**src/common/pos_tx_stats_defs.svh**
```systemverilog
`ifndef POS_TX_STATS_DEFS_SVH
`define POS_TX_STATS_DEFS_SVH
`define ADDR_FRAME_LO 8'h42
`define ADDR_FRAME_HI 8'h43
`define ADDR_BYTE_LO 8'h44
`define ADDR_BYTE_HI 8'h45
`define ADDR_LINK_LO 8'h46
`define ADDR_LINK_HI 8'h47
`define ADDR_UNDERRUN 8'h48
`define ADDR_STATUS 8'h49
`define ADDR_ENABLE 8'h4A
`define FRAME_CNT_W 27
`define BYTE_CNT_W 29
`define LINK_CNT_W 20
`define UNDERRUN_CNT_W 16
`define NUM_COUNTERS 4
`define BIT_BYTE_WRAP 6
`define BIT_FRAME_WRAP 5
`define BIT_LINK_WRAP 4
`define BIT_UNDERRUN_WRAP 3
`define BIT_LINK_ABORT 2
`define BIT_CRC_INSERT 1
`define BIT_UNDERFLOW 0
`define EVENT_BITS 7
`define COUNT_RESET 32'h0000_0000
`define STATUS_RESET 7'h00
`define ENABLE_RESET 7'h00
`endif

```
**src/common/pos_tx_stats_pkg.sv**
```systemverilog
package pos_tx_stats_pkg;
   // Packet walk states, Gray coded along idle, in packet, discard.
   typedef enum logic [1:0]
   {
      PKT_IDLE = 2'b00,
      PKT_ACTIVE = 2'b01,
      PKT_DISCARD = 2'b11
   } pkt_state_t;
   typedef logic [15:0] reg_word_t;
endpackage

```
**src/verilog/pos_tx_stats_counters.sv**
```systemverilog
`timescale 1ns/100ps
`include "pos_tx_stats_defs.svh"
module pos_tx_stats_counters (
   input wire logic ref_clk,
   input wire logic resetn,
   input wire logic [7:0] regAddr,
   input wire logic [15:0] regWrData,
   input wire logic regWrEn,
   input wire logic regRdEn,
   output pos_tx_stats_pkg::reg_word_t regRdData,
   output logic regRdValid,
   input wire logic fetchReq,
   input wire logic fifoEmpty,
   input wire logic fifoSop,
   input wire logic fifoEop,
   input wire logic [2:0] fifoByteCount,
   input wire logic link_transmit_error_input,
   input wire logic crcErrorInsert,
   output logic abortSeq,
   output logic frameSent,
   output logic discarding,
   output logic [6:0] tx_event_enable
);
   pos_tx_stats_pkg::pkt_state_t state;
   pos_tx_stats_pkg::pkt_state_t next_state;
   logic [6:0] tx_event_status;
   logic [6:0] next_status;
   logic [6:0] next_enable;
   logic [6:0] statusSet;
   pos_tx_stats_pkg::reg_word_t next_rdData;
   logic next_abortSeq;
   logic next_frameSent;
   logic wordTaken;
   logic startWord;
   logic inPktWord;
   logic underflow;
   logic linkAbort;
   logic goodEnd;
   logic statusRead;
   logic [3:0] cntInc;
   logic [3:0] capture;
   logic [3:0] wrapPulse;
   logic [31:0] held [0:3];
   logic [2:0] cntAmount [0:3];

   // Width of each counter, frame, byte, link abort and underrun abort in that order.
   function automatic int cntWidth(input int idx);
      case (idx)
         0: cntWidth = `FRAME_CNT_W;
         1: cntWidth = `BYTE_CNT_W;
         2: cntWidth = `LINK_CNT_W;
         default: cntWidth = `UNDERRUN_CNT_W;
      endcase
   endfunction

   // Maps a counter address to its counter index.
   function automatic logic [1:0] cntIndex(input logic [7:0] addr);
      logic [7:0] off;
      off = addr - `ADDR_FRAME_LO;
      cntIndex = off[2:1];
   endfunction

   // True for the addresses whose write captures and clears a counter.
   function automatic logic isCaptureAddr(input logic [7:0] addr);
      isCaptureAddr = (addr == `ADDR_FRAME_HI) || (addr == `ADDR_BYTE_HI) ||
                      (addr == `ADDR_LINK_HI) || (addr == `ADDR_UNDERRUN);
   endfunction

   // Classification of the current FIFO fetch.
   always_comb
   begin
      wordTaken = fetchReq & ~fifoEmpty;
      startWord = wordTaken & fifoSop & (state != pos_tx_stats_pkg::PKT_ACTIVE);
      inPktWord = (wordTaken & (state == pos_tx_stats_pkg::PKT_ACTIVE)) | startWord;
      underflow = fetchReq & fifoEmpty & (state == pos_tx_stats_pkg::PKT_ACTIVE);
      linkAbort = inPktWord & fifoEop & link_transmit_error_input;
      goodEnd = inPktWord & fifoEop & ~link_transmit_error_input;
   end

   // Packet walk, abort sequence and frame completion.
   always_comb
   begin
      next_state = state;
      if (underflow)
      begin
         next_state = pos_tx_stats_pkg::PKT_DISCARD;
      end
      else if (inPktWord)
      begin
         next_state = fifoEop ? pos_tx_stats_pkg::PKT_IDLE : pos_tx_stats_pkg::PKT_ACTIVE;
      end
      next_abortSeq = linkAbort | underflow;
      next_frameSent = goodEnd;
   end

   // Packet walk registers.
   always_ff @(posedge ref_clk)
   begin
      if (!resetn)
      begin
         state <= pos_tx_stats_pkg::PKT_IDLE;
         abortSeq <= 1'b0;
         frameSent <= 1'b0;
         discarding <= 1'b0;
      end
      else
      begin
         state <= next_state;
         abortSeq <= next_abortSeq;
         frameSent <= next_frameSent;
         discarding <= (next_state == pos_tx_stats_pkg::PKT_DISCARD);
      end
   end

   // Count events and amounts fed to the four statistics counters.
   always_comb
   begin
      cntInc[0] = goodEnd;
      cntInc[1] = inPktWord;
      cntInc[2] = linkAbort;
      cntInc[3] = underflow;
      cntAmount[0] = 3'h1;
      cntAmount[1] = fifoByteCount;
      cntAmount[2] = 3'h1;
      cntAmount[3] = 3'h1;
   end

   // One counter with capture buffer per statistic.
   genvar gi;
   generate
      for (gi = 0; gi < `NUM_COUNTERS; gi = gi + 1)
      begin : g_cnt
         assign capture[gi] = regWrEn & isCaptureAddr(regAddr) &
                              (cntIndex(regAddr) == 2'(gi));
         stat_counter #(
            .W(cntWidth(gi))
         ) u_cnt (
            .ref_clk(ref_clk),
            .resetn(resetn),
            .inc(cntInc[gi]),
            .amount(cntAmount[gi]),
            .capture(capture[gi]),
            .held(held[gi]),
            .wrapped(wrapPulse[gi])
         );
      end
   endgenerate

   // Event flags are sticky; a new event in the read cycle survives the clear.
   always_comb
   begin
      statusRead = regRdEn & (regAddr == `ADDR_STATUS);
      statusSet = 7'h00;
      statusSet[`BIT_BYTE_WRAP] = wrapPulse[1];
      statusSet[`BIT_FRAME_WRAP] = wrapPulse[0];
      statusSet[`BIT_LINK_WRAP] = wrapPulse[2];
      statusSet[`BIT_UNDERRUN_WRAP] = wrapPulse[3];
      statusSet[`BIT_LINK_ABORT] = linkAbort;
      statusSet[`BIT_CRC_INSERT] = crcErrorInsert;
      statusSet[`BIT_UNDERFLOW] = underflow;
      next_status = (statusRead ? 7'h00 : tx_event_status) | statusSet;
      next_enable = tx_event_enable;
      if (regWrEn && regAddr == `ADDR_ENABLE)
      begin
         next_enable = regWrData[6:0];
      end
   end

   // Read data mux; counters return their captured buffers.
   always_comb
   begin
      next_rdData = 16'h0000;
      case (regAddr)
         `ADDR_FRAME_LO: next_rdData = held[0][15:0];
         `ADDR_FRAME_HI: next_rdData = {5'h00, held[0][26:16]};
         `ADDR_BYTE_LO: next_rdData = held[1][15:0];
         `ADDR_BYTE_HI: next_rdData = held[1][31:16];
         `ADDR_LINK_LO: next_rdData = held[2][15:0];
         `ADDR_LINK_HI: next_rdData = held[2][31:16];
         `ADDR_UNDERRUN: next_rdData = held[3][15:0];
         `ADDR_STATUS: next_rdData = {9'h000, tx_event_status};
         `ADDR_ENABLE: next_rdData = {9'h000, tx_event_enable};
         default: next_rdData = 16'h0000;
      endcase
   end

   // Register port state.
   always_ff @(posedge ref_clk)
   begin
      if (!resetn)
      begin
         tx_event_status <= `STATUS_RESET;
         tx_event_enable <= `ENABLE_RESET;
         regRdData <= 16'h0000;
         regRdValid <= 1'b0;
      end
      else
      begin
         tx_event_status <= next_status;
         tx_event_enable <= next_enable;
         regRdData <= regRdEn ? next_rdData : regRdData;
         regRdValid <= regRdEn;
      end
   end
endmodule

```
**src/verilog/stat_counter.sv**
```systemverilog
`timescale 1ns/100ps
`include "pos_tx_stats_defs.svh"
module stat_counter #(
   parameter int W = 16
) (
   input wire logic ref_clk,
   input wire logic resetn,
   input wire logic inc,
   input wire logic [2:0] amount,
   input wire logic capture,
   output logic [31:0] held,
   output logic wrapped
);
   logic [W-1:0] count;
   logic [W-1:0] next_count;
   logic [31:0] next_held;
   logic next_wrapped;
   logic [W:0] sum;

   // Capture copies the count to the buffer and restarts it; wrap carries out of the top.
   always_comb
   begin
      sum = {1'b0, count} + {{(W - 2){1'b0}}, inc ? amount : 3'h0};
      next_held = held;
      next_count = sum[W-1:0];
      next_wrapped = inc & sum[W];
      if (capture)
      begin
         next_held = 32'(count);
         next_count = W'(inc ? amount : 3'h0);
         next_wrapped = 1'b0;
      end
   end

   // Counter state registers.
   always_ff @(posedge ref_clk)
   begin
      if (!resetn)
      begin
         count <= W'(`COUNT_RESET);
         held <= `COUNT_RESET;
         wrapped <= 1'b0;
      end
      else
      begin
         count <= next_count;
         held <= next_held;
         wrapped <= next_wrapped;
      end
   end
endmodule

```
**config.mk**
```make
export PLATFORM = sky130hd
export DESIGN_NAME = pos_tx_stats_counters
export DESIGN_NICKNAME = d
export VERILOG_FILES = /design/src/common/pos_tx_stats_pkg.sv /design/src/verilog/pos_tx_stats_counters.sv /design/src/verilog/stat_counter.sv
export VERILOG_INCLUDE_DIRS = /design/src /design/src/common
export SDC_FILE = /design/constraint.sdc
export NUM_CORES = 1
export LEC_CHECK = 0
export ABC_AREA = 1
export BUFFER_PORTS_ARGS = -buffer_cell sky130_fd_sc_hd__buf_2
export CAP_MARGIN = 5
export CORE_MARGIN = 1
export CORE_UTILIZATION = 63
export DETAILED_ROUTE_END_ITERATION = 7
export PLACE_DENSITY = 0.93
export SETUP_SLACK_MARGIN = 0.4
export SLEW_MARGIN = 20
export SYNTH_ARGS = -nofsm -noshare
export SYNTH_HDL_FRONTEND = slang
export SYNTH_SLANG_ARGS = --single-unit
```
**constraint.sdc**
```tcl
create_clock -name ref_clk -period 7.4 [get_ports ref_clk]
set_clock_uncertainty 0.05 [all_clocks]
set_input_delay 0.37 -clock ref_clk [delete_from_list [all_inputs] [get_ports ref_clk]]
set_output_delay 0.37 -clock ref_clk [all_outputs]
set_load 0.02 [all_outputs]
```
-- Word level (Yosys, flattened, before mapping)
Cells that the tools add are included.
- add/sub/neg operators: 5
- equality and inequality tests: 15
- muxes and demuxes: 17
- bitwise operators: 25
- reduce and logical (&&, ||, !) cells: 9
- operator list (kind ; count):
    16-bit one-hot mux with 9 select lines ; 1
    8-bit by 7-bit == test with 1-bit output (second input constant) ; 9
    29-bit by 3-bit adder with 30-bit output ; 1
    29-bit 2-to-1 mux ; 1
    27-bit by 3-bit adder with 28-bit output ; 1
    27-bit 2-to-1 mux ; 1
    20-bit by 3-bit adder with 21-bit output ; 1
    20-bit 2-to-1 mux ; 1
    1-bit bitwise AND ; 19
    16-bit by 3-bit adder with 17-bit output ; 1
    16-bit 2-to-1 mux ; 1
    2-bit OR reduction ; 4
    1-bit 2-to-1 mux ; 7
    7-bit 2-to-1 mux ; 1
    7-bit bitwise OR ; 1
    2-bit == test (second input constant) ; 3
    3-bit 2-to-1 mux ; 2
    2-bit by 1-bit == test with 1-bit output (second input constant) ; 2
    2-bit 2-to-1 mux ; 2
    1-bit logical OR ; 3
    1-bit inverter ; 3
    3-bit by 2-bit subtractor with 3-bit output (second input constant) ; 1
    2-bit logical NOT ; 1
    2-bit by 1-bit inequality test with 1-bit output (second input constant) ; 1
    other kinds (2) ; 3
- bits in registers: 224
- input port bits: 37
- output and inout port bits: 27
- word-level logic and storage cells: 91

-- Longest topological paths before layout
- word-level depth: 10
- gate-level depth with buffers: 18

-- Hierarchy
A second synthesis with hierarchy kept.
- cell total of the unflattened synthesis: 1635
- area, all modules: 11190.7 µm²
- by module, submodules not included (module ; times used ; cells an instance ; area an instance (µm²)):
    stat_counter at g_cnt[1].u_cnt ; 1 ; 373 ; 2678.8
    pos_tx_stats_counters ; 1 ; 438 ; 2586.2
    stat_counter at g_cnt[0].u_cnt ; 1 ; 352 ; 2493.6
    stat_counter at g_cnt[2].u_cnt ; 1 ; 260 ; 1874.3
    stat_counter at g_cnt[3].u_cnt ; 1 ; 212 ; 1557.7

-- Least setup slack after synthesis
No wires, ideal clock.
- kind: input port to flip-flop
- start point: input fetchReq
- end point: register g_cnt[0].u_cnt.count[26]
- library setup time: 0.064 ns
- arrival time: 2.344 ns
- required time: 7.286 ns
- setup slack: 4.942 ns
- stages: 17
- buffers on the path: 0
- path through: inv_1 nor2_1 nand2_1 inv_1 nand2_1 nor2_1 ha_1 ha_1 nand2_1 nor2_1 nand2_1 nor2_1 nand3_1 nor2_1 xor2_1 inv_1 nor2_1
- longest elaborated chain between the ends: 9
- RTL lines (item ; line ; text):
    start: declaration ; pos_tx_stats_counters.sv:12 ; input wire logic fetchReq,
    1-bit bitwise AND (*) ; pos_tx_stats_counters.sv:72 ; wordTaken = fetchReq & ~fifoEmpty;
    1-bit bitwise AND (2 in a row) ; pos_tx_stats_counters.sv:73 ; startWord = wordTaken & fifoSop & (state != pos_tx_stats_pkg::PKT_ACTIVE);
    1-bit bitwise OR (*) ; pos_tx_stats_counters.sv:74 ; inPktWord = (wordTaken & (state == pos_tx_stats_pkg::PKT_ACTIVE)) | startWord;
    1-bit bitwise AND (*) (2 in a row) ; pos_tx_stats_counters.sv:77 ; goodEnd = inPktWord & fifoEop & ~link_transmit_error_input;
    via g_cnt[0].u_cnt.inc ; stat_counter.sv:8 ; input wire logic inc,
    1-bit 2-to-1 mux (*) ; stat_counter.sv:23 ; sum = {1'b0, count} + {{(W - 2){1'b0}}, inc ? amount : 3'h0};
    27-bit by 3-bit adder with 28-bit output (*) ; stat_counter.sv:23 ;
    27-bit 2-to-1 mux (*) ; stat_counter.sv:27 ; if (capture)
    end signal: assignment ; stat_counter.sv:40 ; count <= W'(`COUNT_RESET);
    end signal: assignment ; stat_counter.sv:46 ; count <= next_count;
    end: declaration ; stat_counter.sv:14 ; logic [W-1:0] count;
Mark *: on every way through the listed nets, which the timed path passes. The rest lies on a longest branch.
A chain may end at the register's enable or synchronous reset.

-- Worst setup path in the final report
- start point: register state[1]
- end point: register g_cnt[0].u_cnt.count[26]
- longest elaborated chain between the ends: 8
- RTL lines (item ; line ; text):
    start: declaration ; pos_tx_stats_counters.sv:24 ; pos_tx_stats_pkg::pkt_state_t state;
    start signal: assignment ; pos_tx_stats_counters.sv:101 ; state <= pos_tx_stats_pkg::PKT_IDLE;
    start signal: assignment ; pos_tx_stats_counters.sv:108 ; state <= next_state;
    2-bit by 1-bit == test with 1-bit output or 2-bit by 1-bit inequality test with 1-bit output (tied branches) ; pos_tx_stats_counters.sv:74, pos_tx_stats_counters.sv:73 ;
    1-bit bitwise AND (on tied branches) ; pos_tx_stats_counters.sv:74, pos_tx_stats_counters.sv:73 ;
    1-bit bitwise OR (*) ; pos_tx_stats_counters.sv:74 ;
    1-bit bitwise AND (*) (2 in a row) ; pos_tx_stats_counters.sv:77 ;
    via g_cnt[0].u_cnt.inc ; stat_counter.sv:8 ;
    1-bit 2-to-1 mux (*) ; stat_counter.sv:23 ;
    27-bit by 3-bit adder with 28-bit output (*) ; stat_counter.sv:23 ;
    27-bit 2-to-1 mux (*) ; stat_counter.sv:27 ;
Marks and branches as above.

==> results.sh <==
export IMPL_status="finished, final reports clean"
export IMPL_p_leak_nw=4.16
export IMPL_cp_required_ns=7.78
export IMPL_place_congestion=0.977
export IMPL_hold_violations=0
export IMPL_avgSynthCellArea_sq_um=7.03
export IMPL_synth_area_sq_um=10200
export IMPL_die_area_sq_um=16600
export IMPL_fin_nets=1510
export IMPL_drc=0
export IMPL_hold_path_end="frameSent$_SDFF_PN0_"
export IMPL_grt_max_degree=105
export IMPL_cts_root_buf="clkbuf_16"
export IMPL_startpoint_type="flop"
export IMPL_cts_hold_buffers=0
export IMPL_vias=9891
export IMPL_layout_min_cycle_time_ns=3.39
export IMPL_syn_nets=1494
export IMPL_initial_core_util=0.642
export IMPL_reg2reg_setup_slack_ns=4.01
export IMPL_drive_gt1_frac=0.0813
export IMPL_yosysSeqAreaShare=0.441
export IMPL_ant_nets=0
export IMPL_timing_rr_end="g_cnt[0].u_cnt.count[26]$_SDFF_PP0_"
export IMPL_tightest_slew_ns=1.10
export IMPL_maxSlewHeadroom=0.264
export IMPL_dieHeight_um=129
export IMPL_synth_top_area_share=0.441
export IMPL_p_int_mw=1.95
export IMPL_io_pins=64
export IMPL_cp_arrival_ns=3.77
export IMPL_antenna_found_initial=0
export IMPL_track_usage=0.327
export IMPL_first_iter_violations=1368
export IMPL_placed_area_sq_um=10400
export IMPL_pre_cts_slack_ns=3.63
export IMPL_maxSlewViolCount=0
export IMPL_grt_pass1_vias=9008
export IMPL_path_clk_slew_ns=0.06
export IMPL_drt_pass1_iter_count=7
export IMPL_synth_cells=1447
export IMPL_diodes=0
export IMPL_cts_setup_buffers=0
export IMPL_rr_worst_depth=18
export IMPL_max_freq_mhz=295
export IMPL_cts_buffers=24
export IMPL_fin_ws_ns=4.01
export IMPL_hpwl_um=18200
export IMPL_post_route_period_util=0.459
export IMPL_clkPwrFrac=0.485
export IMPL_worst_hold_slack_ns=0.0117
export IMPL_dieWidth_um=129
export IMPL_overflow=0
export IMPL_numClockSinks=224
export IMPL_synth_cell_types=32
export IMPL_wire_per_inst_um=15.8
export IMPL_cp_max_fo=6
export IMPL_grt_pass1_wl_um=43400
export IMPL_power_switching_mw=0.536
export IMPL_cts_tree="done"
export IMPL_synthTopCellsByArea="dfxtp_1, nand2_1, nand3_1"
export IMPL_place_port_buffers=54
export IMPL_yosys_warnings=0
export IMPL_p_seq_frac=0.486
export IMPL_rows=46
export IMPL_vdd_ir_drop_max_uv=189
export IMPL_power_density_nw_per_um2=222
export IMPL_vias_per_cell=5.85
export IMPL_area_delta_synth_final_pct=10.6
export IMPL_wirelength_um=26800
export IMPL_rsz0062_at_grt="false"
export IMPL_r2r_start="state[1]$_SDFF_PN0_"
export IMPL_end_kind="flop"
export IMPL_path_class="flop to flop"
export IMPL_hold_start="link_transmit_error_input"
export IMPL_clk_latency_ns=0.52
export IMPL_synth_seq_cells=224
export IMPL_core_area_sq_um=15800
export IMPL_hold_path_cell_count=2
export IMPL_yosysTopAreaCell="dfxtp_1"
export IMPL_p_sw_frac=0.215
export IMPL_cts_resized=0
export IMPL_fin_util=0.710
export IMPL_pwr_share_comb=0.029
export IMPL_setup_viol=0
export IMPL_maxCapViolations=0
export IMPL_setup_tns_ns=0
export IMPL_h_tree_depth=1
export IMPL_clockBufferDepth=3
export IMPL_fin_area_sq_um=11200
export IMPL_hold_path_class="input port to flop"
-- cell usage after synthesis, drive strengths merged --
| library cell | n |
|---|---|
| fa | 1 |
| inv | 121 |
| nor3b | 1 |
| buf | 37 |
| or3 | 1 |
| nor4 | 2 |
| nor3 | 34 |
| clkbuf | 35 |
| xor2 | 26 |
| xnor2 | 19 |
| nor2 | 178 |
| a211oi | 7 |
| ha | 9 |
| o21ai | 11 |
| nand4 | 37 |
| a21oi | 158 |
| a31o | 1 |
| a31oi | 1 |
| dfxtp | 224 |
| nand3 | 205 |
| nand2 | 327 |
| nand3b | 2 |
| or2 | 10 |
-- worst max-delay path by stage --
stage	start	to	slack (ns)	depth (start not counted)
finish	state[1]$_SDFF_PN0_	g_cnt[0].u_cnt.count[26]$_SDFF_PP0_	4.01	18
global route	regAddr[3]	g_cnt[2].u_cnt.count[2]$_SDFF_PP0_	3.65	10
CTS	state[1]$_SDFF_PN0_	g_cnt[0].u_cnt.count[26]$_SDFF_PP0_	4.09	18
detailed placement	regAddr[3]	g_cnt[2].u_cnt.count[15]$_SDFF_PP0_	3.63	10
global placement	regAddr[3]	g_cnt[2].u_cnt.count[17]$_SDFF_PP0_	3.62	10
floorplan	fetchReq	g_cnt[0].u_cnt.count[26]$_SDFF_PP0_	4.94	17
-- state kept, by name, indices dropped and copies added, names as in the netlist --
signal / cells
state: 2
regRdData: 16
g_cnt.u_cnt.held: 92
g_cnt.u_cnt.wrapped: 4
tx_event_enable: 7
tx_event_status: 7
frameSent: 1
g_cnt.u_cnt.count: 92
discarding: 1
abortSeq: 1
regRdValid: 1
-- metrics by stage --
step | total power [mW] | std cells
global route | 2.55 | 1692
detailed placement | 1.31 | 1653
finish | 2.49 | 1692
CTS | 2.49 | 1692
global placement | 1.31 | 1653
floorplan | 1.29 | 1447
-- layer usage --
layer | up-vias | share of wire | GRT usage
li1 | 4757 | - | -
met1 | 4514 | 0.40 | 0.421
met2 | 504 | 0.46 | 0.539
met3 | 116 | 0.089 | 0.0524
met4 | 0 | 0.050 | 0.152
met5 | - | 0 | 0
-- logic make-up (layout without fill, tap and decap cells) --
group                    count (synthesis)  after routing  synth area share
XOR/XNOR                                45             45            0.0388
AO/OA/AOI/OAI                          178            178            0.0902
flip-flops                             224            224             0.441
adder cells (fa/ha/maj)                 10             10            0.0130
AND/OR/NAND/NOR                        797            797             0.339
buffers and inverters                  193            222            0.0780
-- cell usage in the layout (no fill, tap or decap), types with 3 or more instances in the layout --
cell,synthesis,layout
a211oi_1,7,7
a21oi_1,157,157
buf_2,28,54
buf_4,3,8
clkbuf_1,35,3
clkbuf_16,0,25
clkbuf_8,0,5
clkinv_2,0,3
dfxtp_1,224,224
ha_1,9,9
inv_1,118,118
nand2_1,324,324
nand2_2,3,3
nand3_1,205,205
nand4_1,37,37
nor2_1,176,174
nor3_1,34,34
o21ai_0,9,9
or2_2,10,10
xnor2_1,19,19
xor2_1,26,26
-- critical path: stages, from the launching register on --
cell and delay [ns]:
dfxtp_1 0.32, inv_1 0.07, nand2_1 0.05, nand2_1 0.05
nand2_1 0.10, inv_1 0.14, nand2_1 0.10, nor2_1 0.41
ha_1 0.28, ha_1 0.17, nand2_1 0.07, nor2_1 0.24
nand2_1 0.21, nor2_1 0.29, nand3_1 0.29, nor2_1 0.19
xor2_1 0.16, inv_1 0.05, nor2_1 0.08
-- cell type report --
type	count	area, sq um
Clock buffer	33	706
Tap cell	216	270
Sequential cell	224	4480
Inverter	121	457
Clock inverter	6	86.3
Timing Repair Buffer	62	330
Multi-Input combinational cell	1030	4910
Fill cell	1196	4590
-- power groups by stage --
stage                     sequential, mW  combinational [mW]  clock (mW)
after floorplan                     1.24              0.0495           0
after global routing                1.21              0.0792        1.26
after global placement              1.24              0.0687           0
after CTS                           1.21              0.0708        1.21
after detailed placement            1.24              0.0700           0
final                               1.21              0.0725        1.21
Power figures use the tool's default switching activity.
